[config.mk]
export PLATFORM = sky130hd
export DESIGN_NAME = tpm_test_pin_mux
export DESIGN_NICKNAME = d
export VERILOG_FILES = /design/src/core/tpm_pkg.sv /design/src/core/tpm_test_pin_mux.sv /design/src/core/tpm_gpo_select.sv /design/src/core/tpm_pin_stage.sv
export SDC_FILE = /design/constraint.sdc
export NUM_CORES = 1
export LEC_CHECK = 0
export ABC_AREA = 0
export BUFFER_PORTS_ARGS = -buffer_cell sky130_fd_sc_hd__buf_4
export CORE_UTILIZATION = 43
export DETAILED_ROUTE_END_ITERATION = 6
export PLACE_DENSITY_LB_ADDON = 0.3
export SETUP_SLACK_MARGIN = 0.5
export SYNTH_ARGS = -nofsm -noshare
export SYNTH_HDL_FRONTEND = slang
export SYNTH_SLANG_ARGS = --single-unit
[constraint.sdc]
create_clock -name aclk -period 2.2 [get_ports aclk]
set_input_delay 0.44 -clock aclk [delete_from_list [all_inputs] [get_ports aclk]]
set_output_delay 0.44 -clock aclk [all_outputs]
set_load 0.005 [all_outputs]
[src/core/tpm_pkg.sv]
// Operation
// - Codes 9/10 select reference/oscillator divider
// - Codes 13-15 select auxiliary clock/enable/data
// - Codes 16/17 select detector down/up pulse
// - Codes 20-22 select integer/fraction/auxiliary strobes
// - Codes 23-25 select latch, divider reset, seed
// - Codes 26-29 unused; 30 selects buffer enable
// - Code 31 selects internal soft reset
// - Bit 5 static test level, default 0
// - Bit 6 forces output data, no auto-switch
// - Bit 7 keeps driver on, else reads only
// - Bit 8 set disables high-side drive
package tpm_pkg;

  localparam int AXI_AW = 8;
  localparam int AXI_DW = 32;
  localparam int AXI_SW = AXI_DW / 8;

  // Register byte offsets.
  localparam logic [AXI_AW-1:0] CTRL_OFS = 8'h00;
  localparam logic [AXI_AW-1:0] SEL_OFS = 8'h04;
  localparam logic [AXI_AW-1:0] STAT_OFS = 8'h08;

  // Control register fields and reset value.
  localparam int TEST_BIT = 5;
  localparam int AUTO_OFF_BIT = 6;
  localparam int FORCE_ON_BIT = 7;
  localparam int HS_OFF_BIT = 8;
  localparam logic [AXI_DW-1:0] CTRL_MASK = 32'h0000_01E0;
  localparam logic [AXI_DW-1:0] CTRL_RST = 32'h0000_0000;

  // Select register.
  localparam int SEL_W = 5;
  localparam logic [AXI_DW-1:0] SEL_MASK = 32'h0000_001F;
  localparam logic [AXI_DW-1:0] SEL_RST = 32'h0000_0000;

  // Status register fields.
  localparam int STAT_LEVEL_BIT = 0;
  localparam int STAT_OE_BIT = 1;
  localparam int STAT_HS_BIT = 2;
  localparam int STAT_RD_BIT = 3;
  localparam int STAT_SEL_LSB = 8;

  localparam logic [1:0] RESP_OKAY = 2'h0;
  localparam logic [1:0] RESP_SLVERR = 2'h2;

  typedef logic [SEL_W-1:0] tpm_sel_t;

  // Select codes.
  localparam tpm_sel_t SEL_TEST = 5'h01;
  localparam tpm_sel_t SEL_REF_DIV = 5'h09;
  localparam tpm_sel_t SEL_OSC_DIV = 5'h0A;
  localparam tpm_sel_t SEL_AUX_CLK = 5'h0D;
  localparam tpm_sel_t SEL_AUX_EN = 5'h0E;
  localparam tpm_sel_t SEL_AUX_DOUT = 5'h0F;
  localparam tpm_sel_t SEL_PD_DOWN = 5'h10;
  localparam tpm_sel_t SEL_PD_UP = 5'h11;
  localparam tpm_sel_t SEL_STB_INT = 5'h14;
  localparam tpm_sel_t SEL_STB_FRAC = 5'h15;
  localparam tpm_sel_t SEL_STB_AUX = 5'h16;
  localparam tpm_sel_t SEL_LATCH = 5'h17;
  localparam tpm_sel_t SEL_DIV_RST = 5'h18;
  localparam tpm_sel_t SEL_SEED = 5'h19;
  localparam tpm_sel_t SEL_UNUSED_LO = 5'h1A;
  localparam tpm_sel_t SEL_UNUSED_HI = 5'h1D;
  localparam tpm_sel_t SEL_BUF_EN = 5'h1E;
  localparam tpm_sel_t SEL_SOFT_RST = 5'h1F;

  typedef struct packed {
    logic ref_div;
    logic osc_div;
    logic aux_clk;
    logic aux_en;
    logic aux_dout;
    logic pd_down;
    logic pd_up;
    logic stb_int;
    logic stb_frac;
    logic stb_aux;
    logic latch_en;
    logic div_sync_rst;
    logic seed_load;
    logic out_buf_en;
    logic soft_rst;
    logic [31:0] other;
  } tpm_src_t;

  typedef struct packed {
    logic level;
    logic oe;
    logic high_side_en;
  } tpm_pin_t;

endpackage

[src/core/tpm_test_pin_mux.sv]
// The register offsets and the AXI4-Lite slave port were decided locally.
`timescale 1ns/1ps
module tpm_test_pin_mux
  import tpm_pkg::*;
(
  // Clock and reset.
  input logic aclk,
  input logic aresetn,
  // Write address channel.
  input logic [AXI_AW-1:0] s_axi_awaddr,
  input logic s_axi_awvalid,
  output logic s_axi_awready,
  // Write data channel.
  input logic [AXI_DW-1:0] s_axi_wdata,
  input logic [AXI_SW-1:0] s_axi_wstrb,
  input logic s_axi_wvalid,
  output logic s_axi_wready,
  // Write response channel.
  output logic [1:0] s_axi_bresp,
  output logic s_axi_bvalid,
  input logic s_axi_bready,
  // Read address channel.
  input logic [AXI_AW-1:0] s_axi_araddr,
  input logic s_axi_arvalid,
  output logic s_axi_arready,
  // Read data channel.
  output logic [AXI_DW-1:0] s_axi_rdata,
  output logic [1:0] s_axi_rresp,
  output logic s_axi_rvalid,
  input logic s_axi_rready,
  // Internal sources.
  input tpm_src_t src,
  // Serial read port state.
  input logic serial_read_active,
  input logic serial_read_data,
  // Shared pin.
  output tpm_pin_t lock_or_read_data_pin
);

  function automatic logic [AXI_DW-1:0] strb_merge(
    logic [AXI_DW-1:0] old_v,
    logic [AXI_DW-1:0] new_v,
    logic [AXI_SW-1:0] strb
  );
    logic [AXI_DW-1:0] v;
    v = old_v;
    for (int b = 0; b < AXI_SW; b++) begin
      if (strb[b]) begin
        v[b*8 +: 8] = new_v[b*8 +: 8];
      end
    end
    return v;
  endfunction

  // Registers.
  logic [AXI_DW-1:0] ctrl_q;
  logic [AXI_DW-1:0] ctrl_d;
  logic [AXI_DW-1:0] sel_reg_q;
  logic [AXI_DW-1:0] sel_reg_d;

  // Write channel state.
  logic aw_hold_q;
  logic aw_hold_d;
  logic [AXI_AW-1:0] awaddr_q;
  logic w_hold_q;
  logic w_hold_d;
  logic [AXI_DW-1:0] wdata_q;
  logic [AXI_SW-1:0] wstrb_q;
  logic bvalid_q;
  logic bvalid_d;
  logic [1:0] bresp_q;
  logic [1:0] bresp_d;

  // Read channel state.
  logic rvalid_q;
  logic rvalid_d;
  logic [AXI_DW-1:0] rdata_q;
  logic [AXI_DW-1:0] rdata_d;
  logic [1:0] rresp_q;
  logic [1:0] rresp_d;

  // Decode.
  logic aw_fire;
  logic w_fire;
  logic ar_fire;
  logic do_write;
  logic [AXI_AW-1:0] wr_addr;
  logic [AXI_DW-1:0] wr_data;
  logic [AXI_SW-1:0] wr_strb;
  logic wr_ctrl;
  logic wr_sel;
  logic wr_hit;
  logic rd_ctrl;
  logic rd_sel;
  logic rd_stat;
  logic [AXI_DW-1:0] stat_word;
  logic [AXI_DW-1:0] rd_word;

  // Block signals.
  tpm_sel_t sel;
  logic general_purpose_output;
  tpm_pin_t pin;

  assign s_axi_awready = !aw_hold_q && !bvalid_q;
  assign s_axi_wready = !w_hold_q && !bvalid_q;
  assign s_axi_arready = !rvalid_q;

  assign aw_fire = s_axi_awvalid && s_axi_awready;
  assign w_fire = s_axi_wvalid && s_axi_wready;
  assign ar_fire = s_axi_arvalid && s_axi_arready;

  // Address and data may arrive in either order; the write happens once both are here.
  assign do_write = (aw_hold_q || aw_fire) && (w_hold_q || w_fire);
  assign wr_addr = aw_hold_q ? awaddr_q : s_axi_awaddr;
  assign wr_data = w_hold_q ? wdata_q : s_axi_wdata;
  assign wr_strb = w_hold_q ? wstrb_q : s_axi_wstrb;

  assign wr_ctrl = do_write && (wr_addr == CTRL_OFS);
  assign wr_sel = do_write && (wr_addr == SEL_OFS);
  assign wr_hit = (wr_addr == CTRL_OFS) || (wr_addr == SEL_OFS);

  assign ctrl_d = wr_ctrl ? (strb_merge(ctrl_q, wr_data, wr_strb) & CTRL_MASK) : ctrl_q;
  assign sel_reg_d = wr_sel ? (strb_merge(sel_reg_q, wr_data, wr_strb) & SEL_MASK) : sel_reg_q;

  assign aw_hold_d = do_write ? 1'b0 : (aw_fire ? 1'b1 : aw_hold_q);
  assign w_hold_d = do_write ? 1'b0 : (w_fire ? 1'b1 : w_hold_q);
  assign bvalid_d = do_write ? 1'b1 : (s_axi_bready ? 1'b0 : bvalid_q);
  assign bresp_d = do_write ? (wr_hit ? RESP_OKAY : RESP_SLVERR) : bresp_q;

  always_ff @(posedge aclk) begin
    if (!aresetn) begin
      ctrl_q <= CTRL_RST;
      sel_reg_q <= SEL_RST;
      aw_hold_q <= 1'b0;
      w_hold_q <= 1'b0;
      bvalid_q <= 1'b0;
      bresp_q <= RESP_OKAY;
    end else begin
      ctrl_q <= ctrl_d;
      sel_reg_q <= sel_reg_d;
      aw_hold_q <= aw_hold_d;
      w_hold_q <= w_hold_d;
      bvalid_q <= bvalid_d;
      bresp_q <= bresp_d;
    end
  end

  // Payload registers carry no control meaning, so they skip the reset.
  always_ff @(posedge aclk) begin
    if (aw_fire) begin
      awaddr_q <= s_axi_awaddr;
    end
    if (w_fire) begin
      wdata_q <= s_axi_wdata;
      wstrb_q <= s_axi_wstrb;
    end
  end

  assign s_axi_bvalid = bvalid_q;
  assign s_axi_bresp = bresp_q;

  // Read path.
  assign rd_ctrl = s_axi_araddr == CTRL_OFS;
  assign rd_sel = s_axi_araddr == SEL_OFS;
  assign rd_stat = s_axi_araddr == STAT_OFS;

  assign stat_word = (AXI_DW'(pin.level) << STAT_LEVEL_BIT)
    | (AXI_DW'(pin.oe) << STAT_OE_BIT)
    | (AXI_DW'(pin.high_side_en) << STAT_HS_BIT)
    | (AXI_DW'(serial_read_active) << STAT_RD_BIT)
    | (AXI_DW'(sel) << STAT_SEL_LSB);

  assign rd_word = rd_ctrl ? ctrl_q : (rd_sel ? sel_reg_q : (rd_stat ? stat_word : '0));
  assign rvalid_d = ar_fire ? 1'b1 : (s_axi_rready ? 1'b0 : rvalid_q);
  assign rdata_d = ar_fire ? rd_word : rdata_q;
  assign rresp_d = ar_fire ? ((rd_ctrl || rd_sel || rd_stat) ? RESP_OKAY : RESP_SLVERR) : rresp_q;

  always_ff @(posedge aclk) begin
    if (!aresetn) begin
      rvalid_q <= 1'b0;
      rdata_q <= '0;
      rresp_q <= RESP_OKAY;
    end else begin
      rvalid_q <= rvalid_d;
      rdata_q <= rdata_d;
      rresp_q <= rresp_d;
    end
  end

  assign s_axi_rvalid = rvalid_q;
  assign s_axi_rdata = rdata_q;
  assign s_axi_rresp = rresp_q;

  // Output selection and pin stage.
  assign sel = sel_reg_q[SEL_W-1:0];

  tpm_gpo_select u_select (
    .sel(sel),
    .test_level(ctrl_q[TEST_BIT]),
    .src(src),
    .general_purpose_output(general_purpose_output)
  );

  tpm_pin_stage u_pin (
    .aclk(aclk),
    .aresetn(aresetn),
    .general_purpose_output(general_purpose_output),
    .serial_read_active(serial_read_active),
    .serial_read_data(serial_read_data),
    .disable_read_data_auto_switch(ctrl_q[AUTO_OFF_BIT]),
    .pin_driver_force_on(ctrl_q[FORCE_ON_BIT]),
    .high_side_off(ctrl_q[HS_OFF_BIT]),
    .pin(pin)
  );

  assign lock_or_read_data_pin = pin;
endmodule

[src/core/tpm_gpo_select.sv]
`timescale 1ns/1ps
module tpm_gpo_select
  import tpm_pkg::*;
(
  // Selection.
  input tpm_sel_t sel,
  input logic test_level,
  // Sources.
  input tpm_src_t src,
  // Result.
  output logic general_purpose_output
);

  function automatic logic [31:0] route(tpm_src_t s, logic t);
    logic [31:0] v;
    v = s.other;
    v[SEL_TEST] = t;
    v[SEL_REF_DIV] = s.ref_div;
    v[SEL_OSC_DIV] = s.osc_div;
    v[SEL_AUX_CLK] = s.aux_clk;
    v[SEL_AUX_EN] = s.aux_en;
    v[SEL_AUX_DOUT] = s.aux_dout;
    v[SEL_PD_DOWN] = s.pd_down;
    v[SEL_PD_UP] = s.pd_up;
    v[SEL_STB_INT] = s.stb_int;
    v[SEL_STB_FRAC] = s.stb_frac;
    v[SEL_STB_AUX] = s.stb_aux;
    v[SEL_LATCH] = s.latch_en;
    v[SEL_DIV_RST] = s.div_sync_rst;
    v[SEL_SEED] = s.seed_load;
    for (int i = SEL_UNUSED_LO; i <= SEL_UNUSED_HI; i++) begin
      v[i] = 1'b0;
    end
    v[SEL_BUF_EN] = s.out_buf_en;
    v[SEL_SOFT_RST] = s.soft_rst;
    return v;
  endfunction

  // The mux is plain logic, so a source change may glitch here; the pin stage samples it.
  logic [31:0] candidates;
  assign candidates = route(src, test_level);
  assign general_purpose_output = candidates[sel];

endmodule

[src/core/tpm_pin_stage.sv]
`timescale 1ns/1ps
module tpm_pin_stage
  import tpm_pkg::*;
(
  // Clock and reset.
  input logic aclk,
  input logic aresetn,
  // Data.
  input logic general_purpose_output,
  input logic serial_read_active,
  input logic serial_read_data,
  // Control.
  input logic disable_read_data_auto_switch,
  input logic pin_driver_force_on,
  input logic high_side_off,
  // Pin.
  output tpm_pin_t pin
);

  logic level_d;
  logic oe_d;
  logic use_read;
  tpm_pin_t pin_q;

  assign use_read = !disable_read_data_auto_switch && serial_read_active;
  assign level_d = use_read ? serial_read_data : general_purpose_output;
  assign oe_d = pin_driver_force_on || serial_read_active;

  // Registering the pin hides mux glitches from the pad at the cost of one cycle.
  always_ff @(posedge aclk) begin
    if (!aresetn) begin
      pin_q <= '{level: 1'b0, oe: 1'b0, high_side_en: 1'b1};
    end else begin
      pin_q.level <= level_d;
      pin_q.oe <= oe_d;
      pin_q.high_side_en <= !high_side_off;
    end
  end

  assign pin = pin_q;

endmodule

==> results of run 1 <==
power by group:
group	internal, W	leakage [nW]	total, W	switching (W)
clock network	0.000295	0.0506	0.000578	0.000283
logic	0.000151	0.811	0.000282	0.000132
registers	0.00101	0.434	0.00104	0.0000296
total	0.00146	1.30	0.00190	0.000445
per-stage QoR:
stage	power, W	cell area (µm²)	utilization, %	setup WS, ns	hold WS [ns]
floorplan	0.00121	2540	-	0.498	0.377
detailed placement	0.00133	3100	56.3	0.222	0.392
global route	0.00199	3300	59.9	0.413	0.313
CTS	0.00190	3220	58.4	0.501	0.316
finish	0.00190	3300	59.9	0.559	0.323
global placement	0.00132	3100	56.3	0.337	0.395
worst max-delay path by stage:
stage                                from                          end  cells past startpoint
floorplan                 s_axi_araddr[7]  s_axi_rdata[2]$_SDFFE_PN0P_                      4
global placement          s_axi_araddr[7]  s_axi_rdata[7]$_SDFFE_PN0P_                      5
detailed placement  w_hold_q$_SDFFE_PP0P_    sel_reg_q[3]$_SDFFE_PN0P_                      4
CTS                 awaddr_q[4]$_DFFE_PP_    sel_reg_q[3]$_SDFFE_PN0P_                      5
global route        awaddr_q[7]$_DFFE_PP_    sel_reg_q[1]$_SDFFE_PN0P_                      5
finish              awaddr_q[7]$_DFFE_PP_    sel_reg_q[1]$_SDFFE_PN0P_                      5
repair_timing:
item | CTS | global route
setup buffers | 1 | 1
setup endpoints to repair | 11 | 9
cloned | 0 | 0
pin swaps | 1 | 2
resized for setup | 5 | 17
critical path, stage by stage (launching register included):
cell       delay (ns)
edfxtp_1         0.38
nor4_2           0.31
nand2_1          0.10
buf_6            0.15
a2111oi_1        0.47
a211oi_1         0.10
placed cells by master (no fill, tap or decap), types with 2 or more instances in the layout:
cell type and n:
conb_1 21, o21ai_0 2, and2_1 3, mux2i_1 14, a2111oi_2 4, nand2_1 21
nor4_1 2, a21oi_1 16, nor2_1 15, buf_4 90, dfxtp_1 28, a211oi_1 6
nor2b_1 3, nor4_2 3, clkbuf_1 2, or2_2 2, a22oi_1 11, edfxtp_1 19
mux2_2 16, nand2b_1 3, clkbuf_8 5, a211oi_2 4, inv_1 8, dfxtp_2 2
a21o_1 2, nand3_1 8
sequential cells by signal (all words and copies together), names as in the netlist, 2 cells and up:
signal       cells
s_axi_rdata     13
wdata_q          9
awaddr_q         8
ctrl_q           4
sel_reg_q        5
wstrb_q          2
u_pin.pin        3
metal layers:
metal  GRT usage, %  share of wire [%]
met5              0                  0
met4           5.09               0.90
met3           5.06                6.6
met2           31.6                 49
met1           22.7                 44
cells by family (layout without fill, tap and decap cells):
logic type	Yosys count	after routing	synth area share, %
flip-flops	50	50	48.3
AO/OA/AOI/OAI	53	53	14.7
buffers and inverters	39	107	9.29
multiplexers	30	30	13.0
other	1	21	0.152
AND/OR/NAND/NOR	68	68	14.5
final cells by class:
class / count / area, µm² / area share (%)
Sequential cell: 50 / 1200 / 36.3
Inverter: 8 / 30.0 / 0.911
Timing Repair Buffer: 91 / 687 / 20.8
Multi-Input combinational cell: 172 / 1190 / 36.1
Tap cell: 72 / 90.1 / 2.73
Clock buffer: 8 / 101 / 3.08
==> out/qor.csv, run 1 <==
metric;value;unit
Hold-fix buffers, CTS;0;
Layout area overhead;33.7;%
vias in the first global route;1878;
GPL Wtd Cong;0.836;
largest net degree at the start of global routing;20;
R2R Setup Slk;0.56;ns
Post-DP HPWL;4.19;mm
fin nets;436;
# rows;27;
Filler cells;472;
fin crit period;1.64;ns
register area share after synthesis;48.3;%
count leader, synth;dfxtp_1;
Sink Count;50;
die width;77.7;µm
fin cells;401;
#FFs+latches synth;50;
actual slew at the worst max-slew pin;0.506;ns
Port Buffers;85;
largest cells by area after synthesis;dfxtp_1 25%, edfxtp_1 23%, mux2_2 7.3%;
routed vias/inst;5.05;
FF-to-FF End;sel_reg_q[1]$_SDFFE_PN0P_;
Worst Setup Path Type;reg -> reg;
Peak VDD IR;0.387;mV
reg2reg start;awaddr_q[7]$_DFFE_PP_;
gate count after technology mapping;241;
Syn. warnings;0;
first-pass GRT wire length;8.76;mm
clk root buf;clkbuf_8;
max-cap violations;0;
final setup violation count;0;
CTS clk-pin slew, worst paths;0.08;ns
initial antenna violation count;0;
CTS tree;built;
DIE AREA;0.00604;mm²
Wirelength per Cell;13.8;µm
cts bufs inserted;5;
unrepaired setup endpoints after global routing;false;
Slew Limit Fails;0;
cell taking the most area after synthesis;dfxtp_1;
GRT overflow;0;
synthesized cell area;0.00246;mm²
WHS Path Cells;2;
cells on worst reg2reg path;5;
initial core utilization;44.8;%
dpl cells;391;
Core ar.;0.00551;mm²
share of the synthesized area in the top cell type;25.2;%
P_leak;1.30;nW
total wire length;5.54;mm
Worst Path Arrival;1.81;ns
startpoint types;register;
htree depth;2;
Max Clock Freq;610;MHz
Async SR Flop Fraction;0;%
via count;2025;
# IOs;152;
top post-synthesis cells by count;31 x dfxtp_1, 22 x nand2_1, 21 x buf_4;
Pwr Density;577;mW/mm²
Clock Skew;0.00561;ns
Initial DRT Pass Iterations;4;
Worst EP required;2.37;ns
syn avg cell area;10.2;µm²
slew margin rel.;66.2;%
# diodes;0;
DRT iter0 DRCs;99;
min-delay worst type;in -> reg;
chip height;77.7;µm
Final Cycle Share;74.6;%
count of cell types in the netlist;37;
Residual DRC;0;
Setup crit end kind;register;
worst-path maximum fanout;9;
maximum buffer depth of the clock tree;2;
fraction of layout cells with a size suffix above 1;40.4;%
Overall Global Routing Usage;18.5;%
Final Hold Vio Count;0;
post-route ant nets;0;
run status;complete, no violations;
setup TNS;0;ns
Primary FF master, synth;dfxtp_1;
later-pin clock latency in the skew report;0.29;ns
hold path start;s_axi_rready;
Hold Crit Endpoint;s_axi_rvalid$_SDFFE_PN0P_;
Post-synth EDFFs;19;
Note: power is estimated with default switching activity, not from simulation.
==> run 2, diff against run 1 <==
--- a/config.mk
+++ b/config.mk
@@ -5,9 +5,9 @@
 export SDC_FILE = /design/constraint.sdc
 export NUM_CORES = 1
 export LEC_CHECK = 0
-export ABC_AREA = 0
+export ABC_AREA = 1
 export BUFFER_PORTS_ARGS = -buffer_cell sky130_fd_sc_hd__buf_4
-export CORE_UTILIZATION = 43
+export CORE_UTILIZATION = 40
 export DETAILED_ROUTE_END_ITERATION = 6
 export PLACE_DENSITY_LB_ADDON = 0.3
 export SETUP_SLACK_MARGIN = 0.5
==> constraint.sdc (replaced) <==
create_clock -name aclk -period 1.41 [get_ports aclk]
set_input_delay 0.282 -clock aclk [delete_from_list [all_inputs] [get_ports aclk]]
set_output_delay 0.282 -clock aclk [all_outputs]
set_load 0.005 [all_outputs]
==> out/qor.csv, run 2 <==
metric;value;unit
run status;complete, no violations;
final setup violation count;0;
Syn. warnings;0;
Wirelength per Cell;13.5;µm
max reg flops;13;
later-pin clock latency in the skew report;0.31;ns
Primary FF master, synth;dfxtp_1;
Slew Limit Fails;0;
min-delay worst type;in -> reg;
startpoint types;register;
total wire length;7.66;mm
top post-synthesis cells by count;109 x nand2_1, 47 x nand3_1, 40 x inv_1;
worst-path maximum fanout;5;
Hold-fix buffers, CTS;0;
via count;2707;
vias in the first global route;2465;
# IOs;152;
clk root buf;clkbuf_8;
count of cell types in the netlist;30;
Post-synth EDFFs;19;
CTS clk-pin slew, worst paths;0.09;ns
# rows;29;
Setup crit end kind;register;
GRT overflow;0;
Worst EP required;1.61;ns
Layout area overhead;66.4;%
chip height;83.5;µm
initial core utilization;41.6;%
actual slew at the worst max-slew pin;0.663;ns
most frequent cells in the layout;94 x nand2_1, 78 x buf_4, 47 x buf_6, 39 x inv_1, 25 x nor2_1;
largest cells by area after synthesis;dfxtp_1 23%, edfxtp_1 21%, nand2_1 15%;
DIE AREA;0.00696;mm²
Initial DRT Pass Iterations;4;
initial antenna violation count;0;
count leader, synth;nand2_1;
setup ws final;0.0125;ns
slew margin rel.;55.8;%
routed vias/inst;4.76;
first-pass GRT wire length;11.3;mm
Post-DP HPWL;4.49;mm
Worst Setup Path Type;reg -> reg;
DRT iter0 DRCs;59;
Worst path slowest cell;dfxtp_4;
Peak VDD IR;0.479;mV
fin area;0.00442;mm²
Pwr Density;759;mW/mm²
gate count after technology mapping;365;
max-cap violations;0;
Async SR Flop Fraction;0;%
#FFs+latches synth;50;
cts bufs inserted;5;
Post-DP Area;0.00344;mm²
Setup Slack @ Placement;-0.0647;ns
die width;83.5;µm
slowest stage delay, CP;0.38;ns
critical path cell sequence;buf_12 > o21ai_4 > buf_6 > nand3_4 > nor2_4 > nand2_2 > o21ai_1 > nor2_1;
share of the synthesized area in the top cell type;23.4;%
Final Hold Vio Count;0;
maximum buffer depth of the clock tree;2;
most common cell after layout, fill and taps aside;nand2_1;
unrepaired setup endpoints after global routing;true;
syn avg cell area;7.27;µm²
fin crit period;1.40;ns
fraction of layout cells with a size suffix above 1;49.8;%
largest net degree at the start of global routing;19;
# diodes;0;
Final Cycle Share;99.1;%
cell taking the most area after synthesis;dfxtp_1;
post-route ant nets;0;
fin nets;599;
htree depth;2;
CTS tree;built;
Core ar.;0.00639;mm²
P_leak;2.07;nW
Worst Path Arrival;1.59;ns
Sink Count;50;
GPL Wtd Cong;0.767;
Max Clock Freq;716;MHz
Overall Global Routing Usage;20.2;%
Residual DRC;0;
register area share after synthesis;44.9;%
synthesized cell area;0.00265;mm²
Port Buffers;85;
Clock Skew;0.0130;ns
-- run 2: kinds of logic after synthesis --
group           synth area share [%]
simple gates                    33.2
flops                           44.9
compound gates                  6.84
buf+inv                         14.9
other cells                    0.141
-- run 2: repair_timing --
item,in CTS,in global routing
cloned,6,2
pin swaps,21,21
buffers inserted,16,11
gates resized for setup,88,70
endpoints found under the setup margin,71,71
-- run 2: cell type report --
class,instances,area [µm²]
fill,488,1970
multi-input combinational,258,1620
sequential,50,1230
timing repair buffer,127,1150
inverter,46,195
tap,77,96.3
clock buffer,5,68.8
timing repair inverter,3,43.8
clock inverter,3,17.5
-- run 2: per-layer routing --
metal	track usage [%]	vias up	routed length [µm]
li1	-	1376	-
met1	24.4	1203	3080
met2	35.7	101	3860
met3	4.55	27	435
met4	6.01	0	278
met5	0	-	0
-- run 2: path summary, 6_finish.rpt --
kind	cells after the start	slack [ns]	end	from
worst max register to register	8	0.01	ctrl_q[6]$_SDFFE_PN0P_	aw_hold_q$_SDFFE_PP0P_
worst max-delay path	8	0.01	ctrl_q[6]$_SDFFE_PN0P_	aw_hold_q$_SDFFE_PP0P_
worst min register to register	1	0.44	u_pin.pin[0]$_SDFF_PN1_	ctrl_q[8]$_SDFFE_PN0P_
worst min-delay path	1	0.16	awaddr_q[5]$_DFFE_PP_	s_axi_awaddr[5]
-- run 2: report_power, final --
group | total (W) | switching (W) | internal [W]
clock | 0.000813 | 0.000469 | 0.000344
combinational | 0.000909 | 0.000440 | 0.000469
sequential | 0.00163 | 0.0000469 | 0.00158
total | 0.00335 | 0.000956 | 0.00239
-- run 2: worst max-delay path: cells and delay by family (launching register included) --
kind / cells / cell delay [ns]
flops: 1 / 0.38
buf+inv: 2 / 0.25
simple gates: 4 / 0.37
compound gates: 2 / 0.29
-- run 2: metrics by stage --
step / instances / power [W] / hold slack [ns] / utilization, % / setup TNS, ns
after floorplan: 385 / 0.00198 / 0.371 / - / 0
after CTS: 556 / 0.00322 / 0.151 / 62.9 / 0
after detailed placement: 526 / 0.00221 / 0.408 / 53.9 / -0.466
after global placement: 526 / 0.00220 / 0.408 / 53.9 / -0.396
final: 569 / 0.00335 / 0.159 / 69.2 / 0
after global routing: 569 / 0.00353 / 0.140 / 69.2 / -0.436
